`config.mk`:
```
export PLATFORM = sky130hd
export DESIGN_NAME = cod_decoder
export DESIGN_NICKNAME = d
export VERILOG_FILES = /design/src/hw/cod_pkg.sv /design/src/hw/cod_decoder.sv
export SDC_FILE = /design/constraint.sdc
export NUM_CORES = 1
export LEC_CHECK = 0
export BUFFER_PORTS_ARGS = -buffer_cell sky130_fd_sc_hd__buf_4
export CORE_MARGIN = 1
export CORE_UTILIZATION = 40
export DETAILED_ROUTE_END_ITERATION = 10
export GPL_TIMING_DRIVEN = 0
export PLACE_DENSITY = 0.71
export SETUP_SLACK_MARGIN = 0.1
export SYNTH_ARGS = -nofsm -noshare
export SYNTH_HDL_FRONTEND = slang
export SYNTH_SLANG_ARGS = --single-unit
```
`constraint.sdc`:
```
create_clock -name ref_clk -period 2.69 [get_ports ref_clk]
set_clock_uncertainty 0.15 [all_clocks]
set_input_delay 0.269 -clock ref_clk [delete_from_list [all_inputs] [get_ports ref_clk]]
set_output_delay 0.269 -clock ref_clk [all_outputs]
set_load 0.01 [all_outputs]
```
`src/hw/cod_pkg.sv`:
```
package cod_pkg;
    // operation field values
    localparam logic [2:0] OP_ADD = 3'h0;
    localparam logic [2:0] OP_ADC = 3'h1;
    localparam logic [2:0] OP_SUB = 3'h2;
    localparam logic [2:0] OP_SBW = 3'h3;
    localparam logic [2:0] OP_AND = 3'h4;
    localparam logic [2:0] OP_XOR = 3'h5;
    localparam logic [2:0] OP_OR  = 3'h6;
    localparam logic [2:0] OP_CPA = 3'h7;
    // register select field values
    localparam logic [2:0] REG_B   = 3'h0;
    localparam logic [2:0] REG_C   = 3'h1;
    localparam logic [2:0] REG_D   = 3'h2;
    localparam logic [2:0] REG_E   = 3'h3;
    localparam logic [2:0] REG_H   = 3'h4;
    localparam logic [2:0] REG_L   = 3'h5;
    localparam logic [2:0] REG_MEM = 3'h6;
    localparam logic [2:0] REG_A   = 3'h7;
    // pair field values
    localparam logic [1:0] PAIR_BC = 2'h0;
    localparam logic [1:0] PAIR_DE = 2'h1;
    localparam logic [1:0] PAIR_HL = 2'h2;
    localparam logic [1:0] PAIR_SP = 2'h3;
    // opcode patterns
    localparam logic [1:0] PFX_ALU_REG = 2'h2;
    localparam logic [1:0] PFX_HI      = 2'h3;
    localparam logic [1:0] PFX_LO      = 2'h0;
    localparam logic [2:0] LOW_IMM     = 3'h6;
    localparam logic [3:0] LOW_PLD     = 4'h1;
    localparam logic [3:0] LOW_PUSH    = 4'h5;
    localparam logic [3:0] LOW_POP     = 4'h1;
    localparam logic [7:0] OPC_SWAP_DE = 8'hEB;
    localparam logic [7:0] OPC_SWAP_ST = 8'hE3;
    // opcode field positions
    localparam int FLD_PFX_HI  = 7;
    localparam int FLD_PFX_LO  = 6;
    localparam int FLD_OP_HI   = 5;
    localparam int FLD_OP_LO   = 3;
    localparam int FLD_SRC_HI  = 2;
    localparam int FLD_SRC_LO  = 0;
    localparam int FLD_PAIR_HI = 5;
    localparam int FLD_PAIR_LO = 4;
    localparam int FLD_LOW4_HI = 3;
    localparam int FLD_LOW4_LO = 0;
    // state counts
    localparam logic [4:0] CYC_ALU_REG = 5'h04;
    localparam logic [4:0] CYC_ALU_MEM = 5'h07;
    localparam logic [4:0] CYC_ALU_IMM = 5'h07;
    localparam logic [4:0] CYC_PLD     = 5'h0A;
    localparam logic [4:0] CYC_PUSH    = 5'h0B;
    localparam logic [4:0] CYC_POP     = 5'h0A;
    localparam logic [4:0] CYC_SWAP_DE = 5'h04;
    localparam logic [4:0] CYC_SWAP_ST = 5'h12;

    typedef enum logic [3:0] {
        COD_CLS_NONE,
        COD_CLS_ALU_REG,
        COD_CLS_ALU_MEM,
        COD_CLS_ALU_IMM,
        COD_CLS_PLD,
        COD_CLS_PUSH,
        COD_CLS_POP,
        COD_CLS_SWAP_DE,
        COD_CLS_SWAP_ST
    } cod_class_e;
endpackage : cod_pkg

```
`src/hw/cod_decoder.sv`:
```
// Function
// RULE1: register accumulator ops decode, 4 cycles
// RULE2: source 110 is memory operand, 7 cycles
// RULE3: immediate accumulator ops, 7 cycles
// RULE4: carry added or borrowed only in variants
// RULE5: pair immediate load, 10 cycles
// RULE6: pair push, code 11 acc+flags, 11
// RULE7: pair pop, code 11 acc+flags, 10
// RULE8: swap_de_hl swaps DE and HL, 4
// RULE9: swap_stacktop_hl swaps HL with stack, 18
// RULE10: memory address from HL; compare flags only
// RULE11: register select codes B..L, A=111
`timescale 1ns/1ps
module cod_decoder (
    input  wire logic       ref_clk,
    input  wire logic       resetn,
    input  wire logic       opc_valid,
    input  wire logic [7:0] opc_byte,
    input  wire logic       carry_in,
    output logic            dec_valid,
    output logic [3:0]      dec_class,
    output logic [2:0]      alu_op,
    output logic [2:0]      src_reg,
    output logic [1:0]      pair_sel,
    output logic            pair_acc_flg,
    output logic            addr_from_hl,
    output logic            write_acc,
    output logic            carry_use,
    output logic            carry_inv,
    output logic [4:0]      state_count,
    output logic            illegal
);
    typedef struct packed {
        logic                    valid;
        cod_pkg::cod_class_e     cls;
        logic [2:0]              op;
        logic [2:0]              src;
        logic [1:0]              pair;
        logic                    accf;
        logic                    hl_addr;
        logic                    wacc;
        logic                    cuse;
        logic                    cinv;
        logic [4:0]              cnt;
        logic                    bad;
    } cod_state_s;

    cod_state_s st_reg;
    cod_state_s st_next;

    logic [1:0] pfx;
    logic [2:0] fld_op;
    logic [2:0] fld_src;
    logic [1:0] fld_pair;
    logic [3:0] fld_low4;

    assign pfx      = opc_byte[cod_pkg::FLD_PFX_HI:cod_pkg::FLD_PFX_LO];
    assign fld_op   = opc_byte[cod_pkg::FLD_OP_HI:cod_pkg::FLD_OP_LO];
    assign fld_src  = opc_byte[cod_pkg::FLD_SRC_HI:cod_pkg::FLD_SRC_LO];
    assign fld_pair = opc_byte[cod_pkg::FLD_PAIR_HI:cod_pkg::FLD_PAIR_LO];
    assign fld_low4 = opc_byte[cod_pkg::FLD_LOW4_HI:cod_pkg::FLD_LOW4_LO];

    always_comb begin
        st_next       = '0;
        st_next.cls   = cod_pkg::COD_CLS_NONE;
        st_next.valid = opc_valid;
        if (opc_valid) begin
            if (pfx == cod_pkg::PFX_ALU_REG) begin
                st_next.op   = fld_op;                           // RULE1
                st_next.src  = fld_src;                          // RULE11
                st_next.wacc = (fld_op != cod_pkg::OP_CPA);      // RULE10
                if (fld_src == cod_pkg::REG_MEM) begin
                    st_next.cls     = cod_pkg::COD_CLS_ALU_MEM;  // RULE2
                    st_next.cnt     = cod_pkg::CYC_ALU_MEM;      // RULE2
                    st_next.hl_addr = 1'b1;                      // RULE10
                end else begin
                    st_next.cls = cod_pkg::COD_CLS_ALU_REG;      // RULE1
                    st_next.cnt = cod_pkg::CYC_ALU_REG;          // RULE1
                end
            end else if (pfx == cod_pkg::PFX_HI &&
                         fld_src == cod_pkg::LOW_IMM) begin
                st_next.cls  = cod_pkg::COD_CLS_ALU_IMM;         // RULE3
                st_next.op   = fld_op;                           // RULE3
                st_next.cnt  = cod_pkg::CYC_ALU_IMM;             // RULE3
                st_next.wacc = (fld_op != cod_pkg::OP_CPA);      // RULE10
            end else if (opc_byte == cod_pkg::OPC_SWAP_DE) begin
                st_next.cls = cod_pkg::COD_CLS_SWAP_DE;          // RULE8
                st_next.cnt = cod_pkg::CYC_SWAP_DE;              // RULE8
            end else if (opc_byte == cod_pkg::OPC_SWAP_ST) begin
                st_next.cls = cod_pkg::COD_CLS_SWAP_ST;          // RULE9
                st_next.cnt = cod_pkg::CYC_SWAP_ST;              // RULE9
            end else if (pfx == cod_pkg::PFX_HI &&
                         fld_low4 == cod_pkg::LOW_PUSH) begin
                st_next.cls  = cod_pkg::COD_CLS_PUSH;            // RULE6
                st_next.pair = fld_pair;                         // RULE6
                st_next.accf = (fld_pair == cod_pkg::PAIR_SP);   // RULE6
                st_next.cnt  = cod_pkg::CYC_PUSH;                // RULE6
            end else if (pfx == cod_pkg::PFX_HI &&
                         fld_low4 == cod_pkg::LOW_POP) begin
                st_next.cls  = cod_pkg::COD_CLS_POP;             // RULE7
                st_next.pair = fld_pair;                         // RULE7
                st_next.accf = (fld_pair == cod_pkg::PAIR_SP);   // RULE7
                st_next.cnt  = cod_pkg::CYC_POP;                 // RULE7
            end else if (pfx == cod_pkg::PFX_LO &&
                         fld_low4 == cod_pkg::LOW_PLD) begin
                st_next.cls  = cod_pkg::COD_CLS_PLD;             // RULE5
                st_next.pair = fld_pair;                         // RULE5
                st_next.cnt  = cod_pkg::CYC_PLD;                 // RULE5
            end else begin
                // other opcodes belong to another decoder stage
                st_next.bad = 1'b1;
            end
            // carry only matters for the two carry variants
            if ((st_next.cls == cod_pkg::COD_CLS_ALU_REG ||
                 st_next.cls == cod_pkg::COD_CLS_ALU_MEM ||
                 st_next.cls == cod_pkg::COD_CLS_ALU_IMM) &&
                (fld_op == cod_pkg::OP_ADC ||
                 fld_op == cod_pkg::OP_SBW)) begin
                st_next.cuse = carry_in;                          // RULE4
                st_next.cinv = (fld_op == cod_pkg::OP_SBW);       // RULE4
            end
        end
    end

    always_ff @(posedge ref_clk) begin
        if (!resetn) begin
            st_reg     <= '0;
            st_reg.cls <= cod_pkg::COD_CLS_NONE;
        end else begin
            st_reg <= st_next;
        end
    end

    assign dec_valid    = st_reg.valid;
    assign dec_class    = st_reg.cls;
    assign alu_op       = st_reg.op;
    assign src_reg      = st_reg.src;
    assign pair_sel     = st_reg.pair;
    assign pair_acc_flg = st_reg.accf;
    assign addr_from_hl = st_reg.hl_addr;
    assign write_acc    = st_reg.wacc;
    assign carry_use    = st_reg.cuse;
    assign carry_inv    = st_reg.cinv;
    assign state_count  = st_reg.cnt;
    assign illegal      = st_reg.bad;

    logic alu_opc;

    // restated from the encoding so the checks do not lean on st_next
    assign alu_opc = (pfx == cod_pkg::PFX_ALU_REG) ||
                     (pfx == cod_pkg::PFX_HI && fld_src == cod_pkg::LOW_IMM);
endmodule : cod_decoder

```
# After elaboration in Yosys (flattened, before gate mapping)
# Cells that the tools add are included.
# word_totals
ff_bits	24
inputBits	12
output_inout_bits	24
word_cells	68
# classes
eq_ne	14
muxes	26
bitwise_logic	2
n_reduce_logical	14
# op_table
cell	n
2-to-1 mux 4 bit	6
2-to-1 mux 5 bit	4
equality test 8 bit, second input constant	2
2-to-1 mux 3 bit	5
2-to-1 mux 7 bit	2
equality test 4 x 1 -> 1 bit, second input constant	2
equality test 4 x 2 -> 1 bit, second input constant	2
2-to-1 mux 2 bit	4
OR reduction 8 bit	1
equality test 2 bit, second input constant	3
AND reduction 3 bit	2
OR reduction 6 bit	1
logical AND 1 bit	5
2-to-1 mux 1 bit	5
equality test 4 x 3 -> 1 bit, second input constant	1
equality test 3 x 1 -> 1 bit, second input constant	1
equality test 3 x 2 -> 1 bit, second input constant	1
equality test 3 bit, second input constant	1
logical OR 1 bit	3
!= test 3 bit, second input constant	1
logical NOT 2 bit	1
NOT 1 bit	2
AND reduction 2 bit	1

# Logic depth before layout (Yosys ltp)
# depth
depth_word	15
ltp_mapped	4
depth_no_buf	4

# Least setup slack after synthesis
# Ideal clock, no wire load.
# synth_timing
path_kind	input to register
startpoint	input opc_byte[7]
endpoint	register st_reg (netlist bit pair_acc_flg)
setup_time_ps	88
arrival_time_ps	937
t_required_ps	2452
path_slack_ps	1515
stages	3
n_path_buf	0
path_cell_list	and4b_4 -> a31o_4 -> nor4_2
# synth_between
elab_chain_cells	4
elab_cells_between_ends	10
classes_between	4 x eq/ne; 2 x mux; 4 x reduce/logical
# synth_rtl
item	line_no	source
start: declaration	cod_decoder.sv:18	input wire logic [7:0] opc_byte,
equality test 2 bit	--	
logical AND 1 bit	cod_decoder.sv:98	end else if (pfx == cod_pkg::PFX_HI &&
2-to-1 mux 1 bit	cod_decoder.sv:98	
2-to-1 mux 3 bit	cod_decoder.sv:92	end else if (pfx == cod_pkg::PFX_HI &&
end signal: assignment	cod_decoder.sv:130	st_reg <= st_next;
end: declaration	cod_decoder.sv:48	cod_state_s st_reg;
# Several ways; a longest one is shown, not always the timed one.
# A chain may end at the register's enable or synchronous reset.

# Worst setup path after layout
# layout_timing
startpoint	register st_reg (netlist bit state_count[1])
endpoint	output state_count[1]
# layout_lines
item	line_no	source
end: declaration	cod_decoder.sv:30	output logic [4:0] state_count,
# No word-level cell between the ends.

==> metrics.yaml <==
outcome: "finished clean"
nets: 126
crit_arrival_ns: 0.77
final.min_clock_period_ns: 1.187
tns_ns: 0
synth-compound-area-share: 0.1326
synth_top_family_by_area: "simple AND/OR/NAND/NOR gates"
wirelength_mm: 1.780
cp-start-kind: "flop"
area_delta_synth_final_pct: 41.58
post-dp-hpwl_mm: 1.324
largest_reg_flops: 5
cp.buffers_inverters: 1
gp_congestion: 0.7473
synthCells: 74
power_density_nw_per_um2: 575.0
clock-root-buffer: "clkbuf_4"
tightest_slew_ns: 0.3884
antenna_found_initial: 0
worst-path-max-fanout: 1
mostFrequentLayoutCells: "35 x buf_4, 24 x dfxtp_1, 6 x and3_1"
synth_xor_xnor_area_share: 0
clkSinkCount: 24
yosys_warnings: 0
critPathRequiredTime_ns: 2.27
cts_tree: "built"
finalMaxSlewViolations: 0
critical_path_class: "reg -> out"
drt_iter0_markers: 13
setup_viol: 0
finalHoldViolCount: 0
die-area_sq_um: 2286
vias: 732
wl_per_cell_um: 12.71
route.detailed.drc: 0
clk_pin_slew_ns: 0.12
slowest_stage: "dfxtp_1"
cap_viol_max_count: 0
drtPass1Iterations: 5
seq_area_frac_synth: 0.5723
synth.cell_area_sq_um: 839.6
min_path_type: "in -> reg"
cts_buffers: 3
p_leak_nw: 0.5359
yosys.area_share.simple: 0.2861
holdBufCountCts: 0
grt_pass1_wl_mm: 2.649
fmax_mhz: 842.7
postSynthAreaPerCell_sq_um: 11.35
slew_headroom: 0.7396
cpLargestDelayFamily: "flip-flops"
n_antenna_cell: 0
synth_nets: 86
track_usage: 0.1654
synth_top_cell_area_share: 0.5723
rsz0062_at_grt: "false"
post-route-period-util: 0.4412
multi_input_area_sq_um: 351.6
htreeDepth: 1
ant_nets: 0
slowest_delay_ns: 0.33
nFillCells: 179
numPortBuffers: 35
grt_max_degree: 15
core_area_sq_um: 1962
muxShareOfSynthArea: 0
cts_setup_buffers: 0
ir_worst_vdd_mv: 0.3142
synthTopCellsByArea: "dfxtp_1 57%, and3_1 4.5%, a31oi_1 3.7%, nor4b_2 3.6%, nand2_1 2.2%"
path_cells: "buf_4"
fp-row-count: 16
die_x_um: 47.82
io_pins: 36
synth_seq_cells: 24
ff_latch_area_sq_um: 480.5
final_util: 0.6059
critPathCaptureType: "output port"
ctsResizeCount: 0
die_h_um: 47.82
netlist.top_cell.by_area: "dfxtp_1"
grt_remaining_overflow: 0
initial_core_util: 0.4279
final_layout_size_suffix_gt1_frac: 0.4336
layout_commonest_cell: "buf_4"
synthAdderAreaFrac: 0
synth_cell_types: 27
grt_pass1_vias: 617
cts_buffer_depth: 2
vias_per_cell: 5.229
## Yosys cell counts
master	instances
a31oi_1	5
nor3_1	3
and4b_4	1
a21oi_1	3
nand3_1	1
inv_1	2
a21boi_2	1
o21ai_2	2
nor4_2	1
a311oi_1	1
and4b_1	1
dfxtp_1	24
nor4b_2	2
nand2_1	5
o21ai_0	2
nor3b_2	1
nand3b_1	2
nand4b_1	1
nand4_2	1
nand2b_1	1
a31o_4	1
and2_1	1
nor2_1	2
nor3b_1	1
and3b_1	1
and3_1	6
nor2b_1	2
## report_power, final
| part | total, W | internal [W] | switching [W] |
|---|---|---|---|
| sequential | 0.000364 | 0.000362 | 0.00000170 |
| combinational | 0.0000663 | 0.0000305 | 0.0000358 |
| clock | 0.000253 | 0.000151 | 0.000103 |
| total | 0.000683 | 0.000543 | 0.000140 |
## layout make-up
cell class | instances | share of cell area
Clock buffer | 3 | 0.01895
Timing Repair Buffer | 35 | 0.2211
Sequential cell | 24 | 0.4042
Tap cell | 27 | 0.02842
Inverter | 2 | 0.006316
Multi-Input combinational cell | 48 | 0.2958
Clock inverter | 1 | 0.02526
## logic make-up (layout without fill, tap and decap cells)
| kind of cell | count (synthesis) | count (layout) |
|---|---|---|
| flip-flops | 24 | 24 |
| buffers and inverters | 2 | 41 |
| AO/OA/AOI/OAI | 15 | 15 |
| AND/OR/NAND/NOR | 33 | 33 |
## worst paths after layout
| path | from | end | slack [ns] | depth (start not counted) |
|---|---|---|---|---|
| worst max-delay path | state_count[1] | state_count[1] | 1.50 | 1 |
| worst min-delay path | carry_in | carry_use | 0.03 | 3 |
## per-layer routing
layer	routed length, um	global-route usage
met1	730	0.2102
met4	13	0.05000
met5	0	0
met2	896	0.2730
met3	140	0.04528
## through the flow
step / std cells / hold WS (ns) / total power, W / instance area, sq um / setup WS (ns)
final: 140 / 0.02704 / 0.0006835 / 1189 / 1.503
after global routing: 140 / 0.03163 / 0.0007123 / 1189 / 1.451
after CTS: 140 / 0.02545 / 0.0006923 / 1189 / 1.483
after detailed placement: 136 / 0.3678 / 0.0004382 / 1136 / 1.285
after global placement: 136 / 0.3590 / 0.0004367 / 1136 / 1.294
after floorplan: 74 / 0.2320 / 0.0004014 / 839.6 / 1.515
Power figures use the tool's default switching activity.
